**src/include/cpu_if_regs.svh**
```systemverilog
// Register offsets, field positions and reset values for the CPU interface bank
`ifndef CPU_IF_REGS_SVH
`define CPU_IF_REGS_SVH

`define OFS_CTRL 12'h000
`define OFS_PMASK 12'h004
`define OFS_BPT 12'h008
`define OFS_ACK 12'h00C
`define OFS_EOI 12'h010
`define OFS_RUNPRI 12'h014
`define OFS_HIPEND 12'h018
`define OFS_ABPT 12'h01C
`define OFS_IDENT 12'h0FC
`define OFS_PID8 12'hFC0
`define OFS_PID4 12'hFD0
`define OFS_PID0 12'hFE0
`define OFS_CID0 12'hFF0

`define RST_CTRL 32'h0000_0000
`define RST_PMASK 32'h0000_0000
`define RST_ABPT 32'h0000_0000
`define RST_NO_IRQ 10'h3FF
`define RST_IDLE_PRI 8'hFF

`define CTRL_EN_S 0
`define CTRL_EN_NS 1
`define CTRL_FIQ_SEL 3

`define ID_PART_LSB 20
`define ID_ARCH_LSB 16
`define ID_REV_LSB 12
`define ID_CONT_LSB 8
`define PID8_IFBIT 7

`endif

```
**src/include/cpu_if_pkg.sv**
```systemverilog
// Types shared by the CPU interface register bank
package cpu_if_pkg;
  typedef enum logic [2:0] {
    ST_IDLE = 3'b001,
    ST_ACTIVE = 3'b010,
    ST_NS_BLOCKED = 3'b100
  } sig_state_t;
  typedef logic [31:0] word_t;
  typedef logic [9:0] int_id_t;
  typedef logic [7:0] prio_t;
endpackage

```
**src/rtl/cpu_if_ident_rom.sv**
```systemverilog
// Registered lookup of the identification words
`timescale 1ns/100ps
`include "cpu_if_regs.svh"
module cpu_if_ident_rom #(
  parameter logic [11:0] PART_NUM = 12'h123,      // Arbitrary value
  parameter logic [3:0] ARCH_NUM = 4'h2,          // Arbitrary value
  parameter logic [3:0] REV_NUM = 4'h3,           // Arbitrary value
  parameter logic [3:0] CONT_COUNT = 4'h5,        // Arbitrary value
  parameter logic [6:0] MAKER_CODE = 7'h2A,       // Arbitrary value
  parameter logic [63:0] PERIPH_ID = 64'h0000_0000_0000_0000,
  parameter logic [6:0] PID8_LOW = 7'h00
) (
  input wire logic sys_clk_i,
  input wire logic resetn_i,
  input wire logic [11:0] addr_i,
  output logic [31:0] data_o
);
  import cpu_if_pkg::*;
  word_t data_d;
  logic [1:0] idx;
  logic [31:0] cid;
  assign idx = addr_i[3:2];
  assign cid = 32'hC0DE_5EED; // Arbitrary value
  always_comb begin
    data_d = 32'h0000_0000;
    if (addr_i == `OFS_IDENT) begin
      data_d = {PART_NUM, ARCH_NUM, REV_NUM, CONT_COUNT, 1'b0, MAKER_CODE};
    end else if (addr_i == `OFS_PID8) begin
      data_d = {24'h00_0000, 1'b1, PID8_LOW};
    end else if (addr_i[11:4] == 8'(`OFS_PID4 >> 4)) begin
      data_d = {24'h00_0000, PERIPH_ID[{1'b1, idx, 3'b000} +: 8]};
    end else if (addr_i[11:4] == 8'(`OFS_PID0 >> 4)) begin
      data_d = {24'h00_0000, PERIPH_ID[{1'b0, idx, 3'b000} +: 8]};
    end else if (addr_i[11:4] == 8'(`OFS_CID0 >> 4)) begin
      data_d = {24'h00_0000, cid[{idx, 3'b000} +: 8]};
    end
  end
  always_ff @(posedge sys_clk_i or negedge resetn_i) begin
    if (!resetn_i) begin
      data_o <= 32'h0000_0000;
    end else begin
      data_o <= data_d;
    end
  end
endmodule

```
**src/rtl/cpu_if_regbank.sv**
```systemverilog
// CPU interface register bank with signalling and preemption logic
`timescale 1ns/100ps
`include "cpu_if_regs.svh"
module cpu_if_regbank #(
  parameter logic [2:0] BPT_RESET = 3'h2
) (
  input wire logic sys_clk_i,
  input wire logic resetn_i,
  input wire logic sel_i,
  input wire logic write_i,
  input wire logic [11:0] addr_i,
  input wire logic [1:0] size_i,
  input wire logic [31:0] wdata_i,
  input wire logic secure_i,
  input wire logic [7:0] match_i,
  input wire logic [7:0] enable_i,
  input wire logic [7:0] cpu_id_i,
  input wire logic pend_valid_i,
  input wire cpu_if_pkg::int_id_t pend_id_i,
  input wire cpu_if_pkg::prio_t pend_prio_i,
  input wire logic pend_secure_i,
  input wire logic legacy_irq_n_i,
  input wire logic legacy_fiq_n_i,
  output cpu_if_pkg::word_t rdata_o,
  output logic ready_o,
  output logic irq_n_o,
  output logic fiq_n_o,
  output logic [9:0] eoi_id_o,
  output logic eoi_valid_o
);
  import cpu_if_pkg::*;

  word_t ctrl_q, ctrl_d, pmask_q, pmask_d;
  logic [2:0] bpt_q, bpt_d, abpt_q, abpt_d;
  int_id_t ack_q, ack_d;
  prio_t run_q, run_d;
  sig_state_t st_q, st_d;
  logic [1:0] rd_q, rd_d;
  word_t local_q, local_d;
  logic irq_d, fiq_d;
  logic [9:0] eoi_id_d;
  logic eoi_valid_d;
  logic [1:0] lirq_s, lfiq_s;
  word_t rom_data;
  logic hit, acc_ok, wr, rd;
  word_t wmask;

  // Byte lanes follow little-endian addressing
  function automatic word_t lane_mask(input logic [1:0] sz, input logic [1:0] a);
    word_t m;
    m = 32'h0000_0000;
    case (sz)
      2'd0: m = 32'h0000_00FF << {a, 3'b000};
      2'd1: m = 32'h0000_FFFF << {a[1], 4'b0000};
      default: m = 32'hFFFF_FFFF;
    endcase
    return m;
  endfunction

  function automatic word_t merge(input word_t old, input word_t nw, input word_t m);
    return (old & ~m) | (nw & m);
  endfunction

  cpu_if_ident_rom u_rom (
    .sys_clk_i(sys_clk_i),
    .resetn_i(resetn_i),
    .addr_i(addr_i),
    .data_o(rom_data)
  );

  // Interface answers only when its tie-offs match the requesting processor
  assign hit = sel_i && ((cpu_id_i & enable_i) == (match_i & enable_i));
  assign acc_ok = !(addr_i[11:2] == 10'(`OFS_ABPT >> 2)) || secure_i;
  assign wr = hit && write_i && acc_ok;
  assign rd = hit && !write_i;
  assign wmask = lane_mask(size_i, addr_i[1:0]);

  // Legacy inputs are pins, synchronised before use
  always_ff @(posedge sys_clk_i or negedge resetn_i) begin
    if (!resetn_i) begin
      lirq_s <= 2'b11;
      lfiq_s <= 2'b11;
    end else begin
      lirq_s <= {lirq_s[0], legacy_irq_n_i};
      lfiq_s <= {lfiq_s[0], legacy_fiq_n_i};
    end
  end

  always_comb begin
    ctrl_d = ctrl_q;
    pmask_d = pmask_q;
    bpt_d = bpt_q;
    abpt_d = abpt_q;
    ack_d = ack_q;
    run_d = run_q;
    eoi_id_d = eoi_id_o;
    eoi_valid_d = 1'b0;
    if (wr) begin
      // Read-only offsets fall through unchanged
      case (addr_i[11:2])
        10'(`OFS_CTRL >> 2): ctrl_d = merge(ctrl_q, wdata_i, wmask) & 32'h0000_000F;
        10'(`OFS_PMASK >> 2): pmask_d = merge(pmask_q, wdata_i, wmask) & 32'h0000_00FF;
        10'(`OFS_BPT >> 2): if (wmask[0]) bpt_d = wdata_i[2:0];
        10'(`OFS_ABPT >> 2): if (wmask[0]) abpt_d = wdata_i[2:0];
        10'(`OFS_EOI >> 2): begin
          eoi_id_d = wdata_i[9:0];
          eoi_valid_d = 1'b1;
          run_d = `RST_IDLE_PRI;
          ack_d = `RST_NO_IRQ;
        end
        default: ;
      endcase
    end else if (rd && addr_i[11:2] == 10'(`OFS_ACK >> 2) && pend_valid_i
                 && pend_prio_i < pmask_q[7:0] && pend_prio_i < run_q
                 && (pend_secure_i ? ctrl_q[`CTRL_EN_S] : ctrl_q[`CTRL_EN_NS])) begin
      // A read of the acknowledge register takes the pending interrupt
      ack_d = pend_id_i;
      run_d = pend_prio_i;
    end
  end

  // Signalling state
  always_comb begin
    logic ns_ok, s_ok, beats;
    ns_ok = ctrl_q[`CTRL_EN_NS];
    s_ok = ctrl_q[`CTRL_EN_S];
    beats = pend_valid_i && pend_prio_i < pmask_q[7:0] && pend_prio_i < run_q;
    st_d = ST_IDLE;
    irq_d = 1'b1;
    fiq_d = 1'b1;
    case (st_q)
      ST_IDLE, ST_ACTIVE, ST_NS_BLOCKED: begin
        if (beats && !pend_secure_i && !ns_ok) begin
          // Blocked non-secure still outranks running secure work
          st_d = ST_NS_BLOCKED;
        end else if (beats && (pend_secure_i ? s_ok : ns_ok)) begin
          st_d = ST_ACTIVE;
          if (pend_secure_i && ctrl_q[`CTRL_FIQ_SEL]) fiq_d = 1'b0;
          else irq_d = 1'b0;
        end
      end
      default: st_d = ST_IDLE;
    endcase
    // Legacy pins bypass when the matching enable is clear; legacy IRQ not while secure is enabled with FIQ select
    if (!s_ok && !lfiq_s[1]) fiq_d = 1'b0;
    if (!ns_ok && !(s_ok && ctrl_q[`CTRL_FIQ_SEL]) && !lirq_s[1]) irq_d = 1'b0;
  end

  always_comb begin
    local_d = 32'h0000_0000;
    case (addr_i[11:2])
      10'(`OFS_CTRL >> 2): local_d = ctrl_q;
      10'(`OFS_PMASK >> 2): local_d = pmask_q;
      10'(`OFS_BPT >> 2): local_d = {29'h0, bpt_q};
      10'(`OFS_ACK >> 2): local_d = {22'h0, ack_d};
      10'(`OFS_RUNPRI >> 2): local_d = {24'h0, run_q};
      10'(`OFS_HIPEND >> 2): local_d = pend_valid_i ? {22'h0, pend_id_i} : {22'h0, `RST_NO_IRQ};
      10'(`OFS_ABPT >> 2): local_d = secure_i ? {29'h0, abpt_q} : 32'h0000_0000;
      default: local_d = 32'h0000_0000;
    endcase
    rd_d = {rd, addr_i[11:8] == 4'h0 && addr_i != `OFS_IDENT};
  end

  always_ff @(posedge sys_clk_i or negedge resetn_i) begin
    if (!resetn_i) begin
      ctrl_q <= `RST_CTRL;
      pmask_q <= `RST_PMASK;
      bpt_q <= BPT_RESET;
      abpt_q <= 3'h0;
      ack_q <= `RST_NO_IRQ;
      run_q <= `RST_IDLE_PRI;
      st_q <= ST_IDLE;
      rd_q <= 2'b00;
      local_q <= 32'h0000_0000;
      irq_n_o <= 1'b1;
      fiq_n_o <= 1'b1;
      eoi_id_o <= 10'h000;
      eoi_valid_o <= 1'b0;
      rdata_o <= 32'h0000_0000;
      ready_o <= 1'b0;
    end else begin
      ctrl_q <= ctrl_d;
      pmask_q <= pmask_d;
      bpt_q <= bpt_d;
      abpt_q <= abpt_d;
      ack_q <= ack_d;
      run_q <= run_d;
      st_q <= st_d;
      rd_q <= rd_d;
      local_q <= local_d;
      irq_n_o <= irq_d;
      fiq_n_o <= fiq_d;
      eoi_id_o <= eoi_id_d;
      eoi_valid_o <= eoi_valid_d;
      rdata_o <= rd_q[1] ? (rd_q[0] ? local_q : rom_data) : 32'h0000_0000;
      ready_o <= hit;
    end
  end
endmodule

```
**config.mk**
```make
export PLATFORM = sky130hd
export DESIGN_NAME = cpu_if_regbank
export DESIGN_NICKNAME = d
export VERILOG_FILES = /design/src/include/cpu_if_pkg.sv /design/src/rtl/cpu_if_ident_rom.sv /design/src/rtl/cpu_if_regbank.sv
export VERILOG_INCLUDE_DIRS = /design/src /design/src/include
export SDC_FILE = /design/constraint.sdc
export NUM_CORES = 1
export LEC_CHECK = 0
export ABC_AREA = 1
export BUFFER_PORTS_ARGS = -buffer_cell sky130_fd_sc_hd__buf_2
export CORE_MARGIN = 2
export CORE_UTILIZATION = 31
export DETAILED_ROUTE_END_ITERATION = 16
export GPL_TIMING_DRIVEN = 0
export SLEW_MARGIN = 20
export SYNTH_ARGS = -nofsm -noshare
export SYNTH_HDL_FRONTEND = slang
export SYNTH_SLANG_ARGS = --single-unit
export TNS_END_PERCENT = 30
```
**constraint.sdc**
```tcl
create_clock -name sys_clk_i -period 2.5 [get_ports sys_clk_i]
set_clock_uncertainty 0.15 [all_clocks]
set_input_delay 0.625 -clock sys_clk_i [delete_from_list [all_inputs] [get_ports sys_clk_i]]
set_output_delay 0.625 -clock sys_clk_i [all_outputs]
set_load 0.05 [all_outputs]
```
Word-level counts from Yosys, hierarchy flattened
Index checks and enable logic that the tools add are counted.
Widths: inputs -> output; s select.
{ "word_totals": {"ff_bits": 155, "input_bits": 97, "out_inout_bits": 46} }
{ "op_classes": {"order_cmp": 2, "n_eq_ne": 19, "n_shift": 5, "muxes": 33, "n_bitwise": 8, "n_reduce_logical": 40} }
{ "op_table": {"columns": ["operator", "n"], "rows": [
  ["$mux 32", 6],
  ["$pmux 10 s7", 1],
  ["$shiftx 64x6->8 const A", 1],
  ["$shiftx 64x7->8 const A", 1],
  ["$eq 10x3->1 const B", 4],
  ["$mux 10", 4],
  ["$and 8x8->8", 4],
  ["$mux 8", 4],
  ["$shiftx 32x6->8 const A", 1],
  ["$eq 8x8->1 const B", 3],
  ["$eq 10x2->1 const B", 2],
  ["$logic_and 1x1->1", 20],
  ["$lt 8x8->1", 2],
  ["$pmux 8 s2", 1],
  ["$shl 16x5->8 const A", 1],
  ["$mux 1", 13],
  ["$eq 12x12->1 const B", 1],
  ["$eq 12x8->1 const B", 1],
  ["$ne 12x8->1 const B", 1],
  ["$eq 10x1->1 const B", 1],
  ["$logic_not 10->1", 1],
  ["$mux 3", 3],
  ["$eq 8x8->1", 1],
  ["$logic_not 1->1", 8],
  ["18 further kinds", 22]
]} }

Logic depth before layout (Yosys ltp)
Gate-level depths: netlist of the first run.
{ "depth": {"ltp_word": 12, "mapped_depth": 16, "depth_no_buf": 15} }

Cells and area by module
From an unflattened synthesis of the first run, not the netlist that was laid out.
{ "hier_totals": {"hier_cells": 665, "hier_area_um2": 5556.6} }
{ "by_module_without_submodules": {"columns": ["module", "instances", "cells_per_inst", "area_each_um2", "seq_area_each_um2"], "rows": [
  ["cpu_if_regbank", 1, 585, 4903.5, 2560.0],
  ["cpu_if_ident_rom", 1, 80, 653.1, 225.2]
]} }

Least setup slack after synthesis of the first run
OpenSTA, ideal clock, no wires.
{ "synth_path": {"path_kind": "input to register", "start": "input port pend_prio_i[7]", "end": "register local_q[5]", "setup_ns": 0.126, "arrival_time_ns": 1.934, "required_ns": 2.224, "path_slack_ns": 0.291, "path_stages": 12, "n_path_buf": 1, "path_cell_list": "ha_1 -> nand2_1 -> nand3_1 -> nor2_1 -> nand2_1 -> inv_1 -> nand3_1 -> nor2_1 -> buf_2 -> nand3_1 -> nand3_1 -> nand2_1"} }
{ "synth_between": {"elab_chain_len": 7} }
{ "synth_lines": {"columns": ["item", "line", "text"], "rows": [
  ["from (decl)", "cpu_if_regbank.sv:20", "input wire cpu_if_pkg::prio_t pend_prio_i,"],
  ["$lt 8x8->1", "cpu_if_regbank.sv:114", "&& pend_prio_i < pmask_q[7:0] && pend_prio_i < run_q"],
  ["$logic_and 1x1->1", "cpu_if_regbank.sv:113", "end else if (rd && addr_i[11:2] == 10'(`OFS_ACK >> 2) && pend_valid_i"],
  ["$logic_and 1x1->1 (*) (2 in series)", "cpu_if_regbank.sv:113", null],
  ["$mux 10 (*)", "cpu_if_regbank.sv:113", null],
  ["$mux 10 (*)", "cpu_if_regbank.sv:98", "if (wr) begin"],
  ["$pmux 10 s7 (*)", "cpu_if_regbank.sv:151", "case (addr_i[11:2])"],
  ["net local_d[5]", "cpu_if_regbank.sv:39", "word_t local_q, local_d;"],
  ["to (signal assigned)", "cpu_if_regbank.sv:190", "local_q <= local_d;"],
  ["to (decl)", "cpu_if_regbank.sv:39", null]
]} }
Mark *: on every way through the listed nets, which the timed path passes. The rest lies on a longest branch.
A chain may end at the register's enable or synchronous reset.

Worst setup path in the final report of the first run
{ "layout_path": {"start": "register run_q[7]", "end": "register local_q[4]"} }
{ "layout_between": {"elab_chain_len": 6} }
{ "layout_lines": {"columns": ["item", "line", "text"], "rows": [
  ["from (decl)", "cpu_if_regbank.sv:36", "prio_t run_q, run_d;"],
  ["from (signal assigned)", "cpu_if_regbank.sv:171", "run_q <= `RST_IDLE_PRI;"],
  ["from (signal assigned)", "cpu_if_regbank.sv:187", "run_q <= run_d;"],
  ["$lt 8x8->1", "cpu_if_regbank.sv:114", null],
  ["$logic_and 1x1->1 (2 in series)", "cpu_if_regbank.sv:113", null],
  ["$mux 10", "cpu_if_regbank.sv:113", null],
  ["$mux 10", "cpu_if_regbank.sv:98", null],
  ["$pmux 10 s7", "cpu_if_regbank.sv:151", null],
  ["net local_d[4]", "cpu_if_regbank.sv:39", null]
]} }
The timed path passes the listed nets, and every way through them passes these cells.

==> flow_results.xml, run 1 <==
<?xml version="1.0" encoding="UTF-8"?>
<metrics>
  <group name="clock_network">
    <metric name="clock_tree_from_tritoncts" unit="">built</metric>
    <metric name="clk-insertion-delay-late" unit="ns">0.34</metric>
    <metric name="tritoncts.num_buffers" unit="">9</metric>
    <metric name="cts.htree.levels" unit="">3</metric>
    <metric name="clock_path_buffers" unit="">2</metric>
    <metric name="clock_slew_at_reported_path_ffs" unit="ns">0.06</metric>
    <metric name="numClockSinks" unit="">89</metric>
    <metric name="cts_root_buf" unit="">sky130_fd_sc_hd__clkbuf_16</metric>
  </group>
  <group name="cells_and_area">
    <metric name="layout.cells.non_filler" unit="">898</metric>
    <metric name="antenna-diode-count" unit="">0</metric>
    <metric name="post-route-util" unit="">0.391</metric>
    <metric name="area.growth.synth_to_final" unit="%">25.1</metric>
    <metric name="post_route_cells_drive_above_1_share" unit="">0.279</metric>
    <metric name="number_of_nets_in_the_final_layout" unit="">821</metric>
  </group>
  <group name="place">
    <metric name="detailedPlacementHpwl" unit="um">8570</metric>
    <metric name="placedCellCount" unit="">880</metric>
    <metric name="port_buffers" unit="">106</metric>
    <metric name="finalWeightedCongestion" unit="">0.767</metric>
  </group>
  <group name="grt">
    <metric name="globalRoute.totalOverflow" unit="">0</metric>
    <metric name="initial_antenna_violation_count" unit="">0</metric>
    <metric name="track_usage" unit="">0.141</metric>
    <metric name="first_global_vias" unit="">3651</metric>
    <metric name="grt_start_max_net_pins" unit="">48</metric>
    <metric name="grt_pass1_wl" unit="um">17900</metric>
  </group>
  <group name="timing">
    <metric name="finalCritPeriodShare" unit="">0.943</metric>
    <metric name="fin_setup_tns" unit="ns">0</metric>
    <metric name="fmaxAchievable" unit="GHz">0.424</metric>
    <metric name="normalized_max_slew_margin" unit="">0.529</metric>
    <metric name="final_period_minus_worst_setup_slack" unit="ns">2.36</metric>
    <metric name="setup_viol" unit="">0</metric>
    <metric name="final_hold_viol_count" unit="">0</metric>
    <metric name="report.final.slew_viol_count" unit="">0</metric>
    <metric name="tightest_slew" unit="ns">0.701</metric>
    <metric name="timing.hold.ws" unit="ns">0.203</metric>
  </group>
  <group name="critical_path">
    <metric name="cp_cell_instances" unit="">inv_1 &gt; ha_1 &gt; nand2_1 &gt; nand3_1 &gt; nor2_1 &gt; nand2_1 &gt; inv_1 &gt; nand3_2 &gt; nor2_4 &gt; clkbuf_4 &gt; nand3b_1 &gt; nand3_1 &gt; nand2_1</metric>
    <metric name="cpLargestDelayFamily" unit="">simple AND/OR/NAND/NOR gates</metric>
    <metric name="critical_path_arrival" unit="ns">2.42</metric>
    <metric name="start_kind" unit="">flip-flop</metric>
    <metric name="buffers_plus_inverters_on_the_worst_setup_path" unit="">3</metric>
    <metric name="timing.critical_path.slowest_stage_cell" unit="">sky130_fd_sc_hd__dfstp_2</metric>
    <metric name="worstPathMaxFanout" unit="">5</metric>
    <metric name="cp-end-kind" unit="">flip-flop</metric>
    <metric name="timing.setup.critical_path_class" unit="">flip-flop to flip-flop</metric>
    <metric name="crit_path_frequent_cell" unit="">sky130_fd_sc_hd__nand2_1</metric>
    <metric name="slowest_stage_delay_cp" unit="ns">0.53</metric>
    <metric name="crit_required" unit="ns">2.56</metric>
  </group>
  <group name="die">
    <metric name="die_extent_in_x" unit="um">127</metric>
    <metric name="row_count" unit="">45</metric>
    <metric name="initial_core_util" unit="">0.313</metric>
    <metric name="floorplan.die.height" unit="um">127</metric>
    <metric name="floorplan.io_pins" unit="">143</metric>
    <metric name="design.core.area" unit="um2">15000</metric>
    <metric name="fp.dieArea" unit="um2">16200</metric>
  </group>
  <group name="min_path">
    <metric name="timing.hold.worst.class" unit="">flip-flop to flip-flop</metric>
  </group>
  <group name="synth">
    <metric name="synth_seq_cells" unit="">89</metric>
    <metric name="ys_dominant_reg_cell" unit="">sky130_fd_sc_hd__dfrtp_1</metric>
    <metric name="synth.lib_cells_used.distinct" unit="">39</metric>
    <metric name="synth_common_cells" unit="">sky130_fd_sc_hd__nand2_1, sky130_fd_sc_hd__inv_1, sky130_fd_sc_hd__dfrtp_1</metric>
    <metric name="post-synth-top-area-cell" unit="">sky130_fd_sc_hd__dfrtp_1</metric>
    <metric name="netlist_area" unit="um2">4700</metric>
    <metric name="synthMostInstantiatedCell" unit="">sky130_fd_sc_hd__nand2_1</metric>
    <metric name="syn_inst" unit="">571</metric>
    <metric name="postSynthAreaPerCell" unit="um2">8.23</metric>
    <metric name="sequential_share_of_the_synthesized_area" unit="">0.481</metric>
    <metric name="yosysWarnings" unit="">0</metric>
    <metric name="synth.top_cells.by_area" unit="">sky130_fd_sc_hd__dfrtp_1, sky130_fd_sc_hd__dfstp_2, sky130_fd_sc_hd__nand2_1</metric>
    <metric name="yosysTopAreaCellShare" unit="">0.335</metric>
    <metric name="fraction_of_registers_with_async_set_or_reset_after_synthesis" unit="">1.00</metric>
    <metric name="synth_edf_count" unit="">0</metric>
  </group>
  <group name="run">
    <metric name="max_cap_viol_count" unit="">0</metric>
  </group>
  <group name="power_and_ir_drop">
    <metric name="total_leakage_power" unit="nW">3.32</metric>
    <metric name="power.density" unit="nW/um2">505</metric>
    <metric name="ir_drop_worst_vdd" unit="uV">359</metric>
  </group>
  <group name="route">
    <metric name="drt-initial-drc-count" unit="">214</metric>
    <metric name="postRouteAntennaNets" unit="">0</metric>
    <metric name="drc" unit="">0</metric>
    <metric name="routed_wl" unit="um">10900</metric>
    <metric name="via_count" unit="">3869</metric>
    <metric name="wire_per_inst" unit="um">12.1</metric>
    <metric name="vias_per_cell" unit="">4.31</metric>
    <metric name="detailedRoute.firstPassIterationCount" unit="">4</metric>
  </group>
  <group name="status">
    <metric name="status" unit="">finished clean</metric>
  </group>
</metrics>
## worst paths after layout
path,startpoint,to,slack (ns),cells after the start
setup reg to reg,run_q[7],local_q[4],0.14,13
setup / recovery,run_q[7],local_q[4],0.14,13
max in group asynchronous,resetn_i,lirq_s[0],0.92,4
hold / removal,lfiq_s[0],lfiq_s[1],0.20,0
hold reg to reg,lfiq_s[0],lfiq_s[1],0.20,0
min in group asynchronous,resetn_i,rdata_o[6],0.53,2
## cell families (layout without fill, tap and decap cells)
kind of cell	after synthesis	count (layout)	synth area share
buffers and inverters	136	262	0.134
AOI/OAI and AO/OA	83	83	0.0990
adders and majority gates	19	19	0.0506
and+or+nand+nor	242	242	0.232
DFF	89	89	0.481
muxes	1	1	0.00239
other	1	14	0.000798
## where the power goes
| part | internal (mW) | switching (mW) |
|---|---|---|
| Clock | 0.696 | 0.525 |
| Sequential | 1.45 | 0.00292 |
| Combinational | 0.104 | 0.183 |
| Total | 2.26 | 0.711 |
## per-layer routing
metal	vias up	global-route usage	part of all wire
met3	12	0.0343	0.046
met5	-	0	0
met2	91	0.232	0.48
li1	2025	-	-
met4	0	0.0504	0.018
met1	1741	0.181	0.45
## layout make-up
cell class              instances  area [um2]
flip-flops and latches         89        2260
clock buffers                  13         250
plain buffers                  30         246
well taps                     188         235
multi-input cells             359        1880
clock inverters                 3        16.3
inverters                     106         398
fillers                      1597        9150
repair buffers                110         598
## cell usage in the layout (no fill, tap or decap), types with 2 or more instances in the layout
cell type,synthesis,routed
sky130_fd_sc_hd__nand2_1,128,128
sky130_fd_sc_hd__buf_2,3,106
sky130_fd_sc_hd__inv_1,103,103
sky130_fd_sc_hd__dfrtp_1,63,63
sky130_fd_sc_hd__o21ai_0,51,47
sky130_fd_sc_hd__nand3_1,43,42
sky130_fd_sc_hd__nor2_1,43,42
sky130_fd_sc_hd__dfstp_2,26,26
sky130_fd_sc_hd__buf_4,23,23
sky130_fd_sc_hd__ha_1,19,19
sky130_fd_sc_hd__conb_1,1,14
sky130_fd_sc_hd__o21ai_1,7,11
sky130_fd_sc_hd__clkbuf_16,0,9
sky130_fd_sc_hd__a21oi_1,8,8
sky130_fd_sc_hd__nand3b_1,8,8
sky130_fd_sc_hd__nand3_2,3,4
sky130_fd_sc_hd__buf_6,2,4
sky130_fd_sc_hd__a211oi_1,4,4
sky130_fd_sc_hd__clkbuf_1,1,4
sky130_fd_sc_hd__nand2_2,4,3
sky130_fd_sc_hd__nor2_2,3,3
sky130_fd_sc_hd__nor2_4,2,3
sky130_fd_sc_hd__o21ai_2,3,3
sky130_fd_sc_hd__nor3_1,3,3
sky130_fd_sc_hd__clkinv_1,2,3
sky130_fd_sc_hd__a221oi_1,3,3
sky130_fd_sc_hd__nand2_4,1,2
sky130_fd_sc_hd__o211ai_1,2,2
sky130_fd_sc_hd__clkbuf_4,0,2
sky130_fd_sc_hd__buf_12,1,2
## timing repair
item | in CTS | in global routing
endpoints found under the hold margin | 11 | 0
pin swaps | 0 | 1
hold buffers | 1 | 0
resized for setup | 1 | 13
buffers inserted | 0 | 0
cloned | 0 | 1
setup endpoints to repair | 19 | 24
## stage by stage
stage	total power [mW]	area (um2)	setup slack [ns]
finish	2.97	5880	0.143
global route	3.11	5880	-0.0234
CTS	3.00	5850	0.0406
detailed placement	1.77	5570	-0.236
global placement	1.76	5520	-0.236
floorplan	1.64	4750	0.291
Power figures use the tool's default switching activity.
==> inputs of run 2 (changes only) <==
Clock period 2.5 ns to 2.1 ns, I/O delays scaled along.
==> run 2 against run 1 <==
Effect of this change:
- fmax increased by 8.4%
- flip-flop and latch count unchanged
- sequential power increased by 19%
- critical endpoint is now local_q[1]
- register-to-register slack got worse by 0.22 ns
- the run now ends with negative hold slack, negative setup slack left
- utilization increased by 2.1 points
- critical path depth increased by 1
- combinational power increased by 22%
- wire length increased by 3.2%
- count of clock-buffer cells in the layout unchanged
==> flow_results.xml, run 2 (same netlist as run 1, synthesis figures left out) <==
<?xml version="1.0" encoding="UTF-8"?>
<metrics>
  <group name="clock_network">
    <metric name="clock_path_buffers" unit="">2</metric>
    <metric name="numClockSinks" unit="">89</metric>
    <metric name="clock_tree_from_tritoncts" unit="">built</metric>
    <metric name="clk-insertion-delay-late" unit="ns">0.34</metric>
    <metric name="cts_root_buf" unit="">sky130_fd_sc_hd__clkbuf_16</metric>
    <metric name="tritoncts.num_buffers" unit="">9</metric>
    <metric name="hold_buf_count_cts" unit="">0</metric>
    <metric name="clock_slew_at_reported_path_ffs" unit="ns">0.06</metric>
    <metric name="cts.htree.levels" unit="">3</metric>
  </group>
  <group name="die">
    <metric name="floorplan.io_pins" unit="">143</metric>
    <metric name="die_extent_in_x" unit="um">127</metric>
    <metric name="design.core.area" unit="um2">15000</metric>
    <metric name="initial_core_util" unit="">0.313</metric>
    <metric name="floorplan.die.height" unit="um">127</metric>
    <metric name="row_count" unit="">45</metric>
    <metric name="fp.dieArea" unit="um2">16200</metric>
  </group>
  <group name="timing">
    <metric name="timing.hold.ws" unit="ns">-0.00579</metric>
    <metric name="setup_slack" unit="ns">-0.0738</metric>
    <metric name="finalCritPeriodShare" unit="">1.04</metric>
    <metric name="tightest_slew" unit="ns">0.788</metric>
    <metric name="final_hold_viol_count" unit="">15</metric>
    <metric name="grt_setup_unrepaired" unit="">true</metric>
    <metric name="fmaxAchievable" unit="GHz">0.460</metric>
    <metric name="final_period_minus_worst_setup_slack" unit="ns">2.17</metric>
    <metric name="setup_viol" unit="">14</metric>
    <metric name="report.final.slew_viol_count" unit="">0</metric>
    <metric name="normalized_max_slew_margin" unit="">0.472</metric>
  </group>
  <group name="critical_path">
    <metric name="r2r-start" unit="">run_q[7]</metric>
    <metric name="critical_path_arrival" unit="ns">2.23</metric>
    <metric name="cp-end-kind" unit="">flip-flop</metric>
    <metric name="setup.reg_to_reg.worst_slack" unit="ns">-0.07</metric>
    <metric name="timing.setup.critical_path_class" unit="">flip-flop to flip-flop</metric>
    <metric name="start_kind" unit="">flip-flop</metric>
    <metric name="regToRegEndpoint" unit="">local_q[1]</metric>
    <metric name="crit_required" unit="ns">2.15</metric>
    <metric name="worstPathMaxFanout" unit="">3</metric>
    <metric name="r2r_cells" unit="">14</metric>
  </group>
  <group name="cells_and_area">
    <metric name="area.growth.synth_to_final" unit="%">31.8</metric>
    <metric name="number_of_nets_in_the_final_layout" unit="">830</metric>
    <metric name="layout.cell_area.non_filler" unit="um2">6200</metric>
    <metric name="post_route_cells_drive_above_1_share" unit="">0.327</metric>
    <metric name="mostFrequentLayoutCells" unit="">sky130_fd_sc_hd__nand2_1, sky130_fd_sc_hd__buf_2, sky130_fd_sc_hd__inv_1</metric>
    <metric name="post-route-util" unit="">0.412</metric>
    <metric name="final_common_cell" unit="">sky130_fd_sc_hd__nand2_1</metric>
  </group>
  <group name="route">
    <metric name="drt-initial-drc-count" unit="">157</metric>
    <metric name="drc" unit="">0</metric>
    <metric name="postRouteAntennaNets" unit="">0</metric>
    <metric name="wire_per_inst" unit="um">12.4</metric>
    <metric name="vias_per_cell" unit="">4.31</metric>
    <metric name="detailedRoute.firstPassIterationCount" unit="">4</metric>
    <metric name="routed_wl" unit="um">11200</metric>
    <metric name="via_count" unit="">3914</metric>
  </group>
  <group name="run">
    <metric name="max_cap_viol_count" unit="">0</metric>
  </group>
  <group name="grt">
    <metric name="grt_start_max_net_pins" unit="">56</metric>
    <metric name="grt_pass1_wl" unit="um">18800</metric>
    <metric name="globalRoute.totalOverflow" unit="">0</metric>
    <metric name="first_global_vias" unit="">3812</metric>
    <metric name="initial_antenna_violation_count" unit="">1</metric>
    <metric name="track_usage" unit="">0.147</metric>
  </group>
  <group name="place">
    <metric name="port_buffers" unit="">106</metric>
    <metric name="finalWeightedCongestion" unit="">0.777</metric>
    <metric name="detailedPlacementHpwl" unit="um">8580</metric>
    <metric name="post_dp_cell_area" unit="um2">5550</metric>
  </group>
  <group name="power_and_ir_drop">
    <metric name="total_leakage_power" unit="nW">3.41</metric>
    <metric name="ir_drop_worst_vdd" unit="uV">396</metric>
    <metric name="report.power.total" unit="mW">3.91</metric>
    <metric name="power.density" unit="nW/um2">631</metric>
  </group>
  <group name="status">
    <metric name="status" unit="">complete, but fails checks</metric>
    <metric name="failed_checks" unit="">negative hold slack, negative setup slack</metric>
  </group>
  <group name="min_path">
    <metric name="timing.hold.worst.class" unit="">primary input to asynchronous set/reset pin</metric>
  </group>
</metrics>
## run 2: changes by cell type in the layout (fill, tap and decap cells not counted), sizes merged, moves of 2 or more
cell,previous run,this run
buf,136,148
bufinv,0,3
clkbuf,16,14
clkinv,4,2
## run 2: per-stage QoR
stage / setup WS (ns) / std cells / hold slack [ns] / setup TNS (ns)
finish: -0.0738 / 908 / -0.00579 / -0.552
global route: -0.192 / 908 / 0.0213 / -3.65
CTS: -0.0962 / 903 / 0.00217 / -1.14
detailed placement: -0.413 / 879 / 0.198 / -12.38
global placement: -0.470 / 878 / 0.197 / -41.37
floorplan: 0.0288 / 584 / 0.0794 / 0
## run 2: final cells by class
cell class / instances / area [um2]
Timing Repair Buffer: 120 / 706
Clock inverter: 3 / 90.1
Sequential cell: 89 / 2260
Buffer: 29 / 243
Clock buffer: 13 / 250
Tap cell: 188 / 235
Inverter: 106 / 398
Antenna cell: 1 / 2.50
Fill cell: 1544 / 8840
Multi-Input combinational cell: 359 / 2010
## run 2: power by group
part	switching [mW]	total, mW	internal (mW)
clock	0.632	1.83	1.20
sequential	0.00356	1.74	1.73
combinational	0.224	0.349	0.125
total	0.859	3.91	3.05
## run 2: how the worst max path moves through the flow
stage          cells after the start      startpoint  slack [ns]           to
2_1_floorplan                     13        run_q[7]        0.03   local_q[5]
3_3_place_gp                       1        resetn_i       -0.47  eoi_id_o[2]
3_5_place_dp                      13  pend_prio_i[7]       -0.41   local_q[5]
4_1_cts                           14        run_q[5]        -0.1   local_q[2]
5_1_grt                           16       flip-flop       -0.19   local_q[3]
6_report                          14        run_q[7]       -0.07   local_q[1]
## run 2: metal layers
layer,up-vias,global-route usage,wire (um)
met1,1783,0.183,4990
met5,-,0,0
met2,76,0.257,5620
met3,8,0.0410,469
li1,2047,-,-
met4,0,0.0317,155
## run 2: repair_timing
item / CTS / global route
buffers inserted: 6 / 5
setup endpoints to repair: 32 / 36
endpoints found under the hold margin: 0 / 0
cloned: 2 / 0
pin swaps: 26 / 14
gates resized for setup: 37 / 11
## run 2: worst max-delay path: stages (launching register included)
cell and delay (ns):
sky130_fd_sc_hd__dfstp_2 0.53, sky130_fd_sc_hd__inv_2 0.05, sky130_fd_sc_hd__ha_4 0.21, sky130_fd_sc_hd__nand2_2 0.06, sky130_fd_sc_hd__nand3_2 0.05, sky130_fd_sc_hd__nor2_1 0.10
sky130_fd_sc_hd__nand2_1 0.06, sky130_fd_sc_hd__inv_1 0.06, sky130_fd_sc_hd__nand3_2 0.09, sky130_fd_sc_hd__nor2_4 0.19, sky130_fd_sc_hd__buf_6 0.13, sky130_fd_sc_hd__buf_6 0.08
sky130_fd_sc_hd__nand3b_1 0.09, sky130_fd_sc_hd__nand3_1 0.09, sky130_fd_sc_hd__nand2_1 0.09
==> inputs of run 3 (changes only) <==
Settings changed: CORE_UTILIZATION 31 to 30, SETUP_SLACK_MARGIN set to 0.5.
==> run 3 against run 2 <==
Effect of this change:
- worst hold slack worse by 0.0016 ns
- worst setup slack got worse by 0.0074 ns
- global-route usage rose by 0.12 points
- register-to-register slack hardly changed
- utilization is 0.72 points lower
- combinational power increased by 4%
- first-iteration DRC count increased by 1.9%
- the flow still finishes with violations (negative hold slack, negative setup slack)
==> flow_results.xml, run 3 (same netlist as run 1, synthesis figures left out) <==
<?xml version="1.0" encoding="UTF-8"?>
<metrics>
  <group name="power_and_ir_drop">
    <metric name="report.power.total" unit="mW">3.63</metric>
    <metric name="power.density" unit="nW/um2">588</metric>
    <metric name="total_leakage_power" unit="nW">3.38</metric>
    <metric name="ir_drop_worst_vdd" unit="uV">377</metric>
  </group>
  <group name="die">
    <metric name="floorplan.io_pins" unit="">143</metric>
    <metric name="die_extent_in_x" unit="um">129</metric>
    <metric name="design.core.area" unit="um2">15300</metric>
    <metric name="row_count" unit="">45</metric>
    <metric name="floorplan.die.height" unit="um">129</metric>
    <metric name="initial_core_util" unit="">0.308</metric>
    <metric name="fp.dieArea" unit="um2">16700</metric>
  </group>
  <group name="timing">
    <metric name="finalCritPeriodShare" unit="">1.04</metric>
    <metric name="fmaxAchievable" unit="GHz">0.458</metric>
    <metric name="setup_slack" unit="ns">-0.0813</metric>
    <metric name="report.final.slew_viol_count" unit="">0</metric>
    <metric name="final_hold_viol_count" unit="">9</metric>
    <metric name="final_period_minus_worst_setup_slack" unit="ns">2.18</metric>
    <metric name="fin_setup_tns" unit="ns">-0.985</metric>
    <metric name="grt_setup_unrepaired" unit="">true</metric>
    <metric name="setup_viol" unit="">24</metric>
    <metric name="normalized_max_slew_margin" unit="">0.529</metric>
    <metric name="tightest_slew" unit="ns">0.703</metric>
    <metric name="timing.hold.ws" unit="ns">-0.00737</metric>
  </group>
  <group name="route">
    <metric name="postRouteAntennaNets" unit="">0</metric>
    <metric name="wire_per_inst" unit="um">12.3</metric>
    <metric name="vias_per_cell" unit="">4.20</metric>
    <metric name="drt-initial-drc-count" unit="">160</metric>
    <metric name="via_count" unit="">3883</metric>
    <metric name="detailedRoute.firstPassIterationCount" unit="">5</metric>
    <metric name="drc" unit="">0</metric>
    <metric name="routed_wl" unit="um">11400</metric>
  </group>
  <group name="place">
    <metric name="finalWeightedCongestion" unit="">0.788</metric>
    <metric name="placedCellCount" unit="">902</metric>
    <metric name="pre_cts_slack" unit="ns">-0.230</metric>
    <metric name="port_buffers" unit="">106</metric>
    <metric name="detailedPlacementHpwl" unit="um">8850</metric>
    <metric name="post_dp_cell_area" unit="um2">5700</metric>
  </group>
  <group name="cells_and_area">
    <metric name="final_common_cell" unit="">sky130_fd_sc_hd__nand2_1</metric>
    <metric name="nFillCells" unit="">1565</metric>
    <metric name="mostFrequentLayoutCells" unit="">sky130_fd_sc_hd__nand2_1, sky130_fd_sc_hd__buf_2, sky130_fd_sc_hd__inv_1</metric>
    <metric name="post-route-util" unit="">0.405</metric>
    <metric name="area.growth.synth_to_final" unit="%">31.5</metric>
    <metric name="layout.cells.non_filler" unit="">925</metric>
    <metric name="multi_input_comb_area" unit="um2">2070</metric>
    <metric name="post_route_cells_drive_above_1_share" unit="">0.334</metric>
    <metric name="area.sequential" unit="um2">2260</metric>
    <metric name="layout.cell_area.non_filler" unit="um2">6180</metric>
    <metric name="number_of_nets_in_the_final_layout" unit="">824</metric>
  </group>
  <group name="grt">
    <metric name="first_global_vias" unit="">3914</metric>
    <metric name="grt_start_max_net_pins" unit="">55</metric>
    <metric name="track_usage" unit="">0.149</metric>
    <metric name="initial_antenna_violation_count" unit="">0</metric>
    <metric name="grt_pass1_wl" unit="um">19400</metric>
    <metric name="globalRoute.totalOverflow" unit="">0</metric>
  </group>
  <group name="critical_path">
    <metric name="critical_path_arrival" unit="ns">2.31</metric>
    <metric name="cp-end-kind" unit="">flip-flop</metric>
    <metric name="crit_required" unit="ns">2.22</metric>
    <metric name="start_kind" unit="">flip-flop</metric>
    <metric name="worstPathMaxFanout" unit="">10</metric>
    <metric name="timing.setup.critical_path_class" unit="">flip-flop to flip-flop</metric>
  </group>
  <group name="clock_network">
    <metric name="tritoncts.num_buffers" unit="">9</metric>
    <metric name="cts.htree.levels" unit="">3</metric>
    <metric name="clock_tree_from_tritoncts" unit="">built</metric>
    <metric name="cts_root_buf" unit="">sky130_fd_sc_hd__clkbuf_16</metric>
    <metric name="clk-insertion-delay-late" unit="ns">0.34</metric>
    <metric name="clock_slew_at_reported_path_ffs" unit="ns">0.06</metric>
    <metric name="clock_path_buffers" unit="">2</metric>
    <metric name="numClockSinks" unit="">89</metric>
  </group>
  <group name="min_path">
    <metric name="timing.hold.worst.class" unit="">primary input to asynchronous set/reset pin</metric>
  </group>
  <group name="status">
    <metric name="failed_checks" unit="">negative hold slack, negative setup slack</metric>
    <metric name="status" unit="">complete, but fails checks</metric>
  </group>
  <group name="run">
    <metric name="max_cap_viol_count" unit="">0</metric>
  </group>
</metrics>
[run 3: changes by cell type in the layout (fill, tap and decap cells not counted), moves of 3 or more]
cell,change
sky130_fd_sc_hd__buf_2,-4
sky130_fd_sc_hd__buf_4,-4
sky130_fd_sc_hd__bufinv_16,-3
sky130_fd_sc_hd__clkinvlp_4,+3
sky130_fd_sc_hd__o21ai_0,-5
sky130_fd_sc_hd__o21ai_1,+3
[run 3: cell type report]
class                      count  share of cell area
timing repair buffer         112               0.104
multi-input combinational    360               0.334
inverter                     106              0.0644
tap                          211              0.0427
sequential                    89               0.366
clock buffer                  12              0.0415
clock inverter                 4             0.00445
buffer                        30              0.0429
antenna                        1            0.000405
[run 3: routing by layer]
layer,GRT usage,part of all wire
met5,0,0
met4,0.0358,0.0063
met3,0.0334,0.048
met2,0.251,0.48
met1,0.194,0.47
[run 3: what timing repair did]
action	4_1_cts	5_1_grt
setup buffers	2	2
hold buffers	0	0
gates resized for setup	26	14
endpoints found under the setup margin	84	94
cloned	0	2
pin swaps	17	2
[run 3: critical path, stage by stage, from the launching register on]
cell	delay, ns
sky130_fd_sc_hd__dfstp_2	0.54
sky130_fd_sc_hd__inv_2	0.05
sky130_fd_sc_hd__ha_4	0.24
sky130_fd_sc_hd__nand2_2	0.06
sky130_fd_sc_hd__nand3_2	0.08
sky130_fd_sc_hd__nor2_2	0.08
sky130_fd_sc_hd__nand2_1	0.05
sky130_fd_sc_hd__inv_1	0.06
sky130_fd_sc_hd__nand3_2	0.09
sky130_fd_sc_hd__nor2_4	0.19
sky130_fd_sc_hd__nand2_4	0.13
sky130_fd_sc_hd__buf_8	0.18
sky130_fd_sc_hd__nand3_2	0.06
sky130_fd_sc_hd__nand3_1	0.07
sky130_fd_sc_hd__nand2_1	0.07
[run 3: final timing paths]
kind | start | to | slack [ns] | depth (start not counted)
max | run_q[7] | local_q[9] | -0.08 | 14
min in group sys_clk_i | legacy_fiq_n_i | lfiq_s[0] | 0.13 | 1
min | resetn_i | ready_o | -0.007 | 1
min reg2reg | lfiq_s[0] | lfiq_s[1] | 0.21 | 0
max in group asynchronous | resetn_i | run_q[0] | 1.14 | 2
max reg2reg | run_q[7] | local_q[9] | -0.08 | 14
[run 3: where the power goes]
group	internal (mW)	switching, mW	leakage, nW
logic	0.132	0.231	2.09
registers	1.73	0.00406	1.15
clock network	0.865	0.671	0.131
total	2.73	0.907	3.38
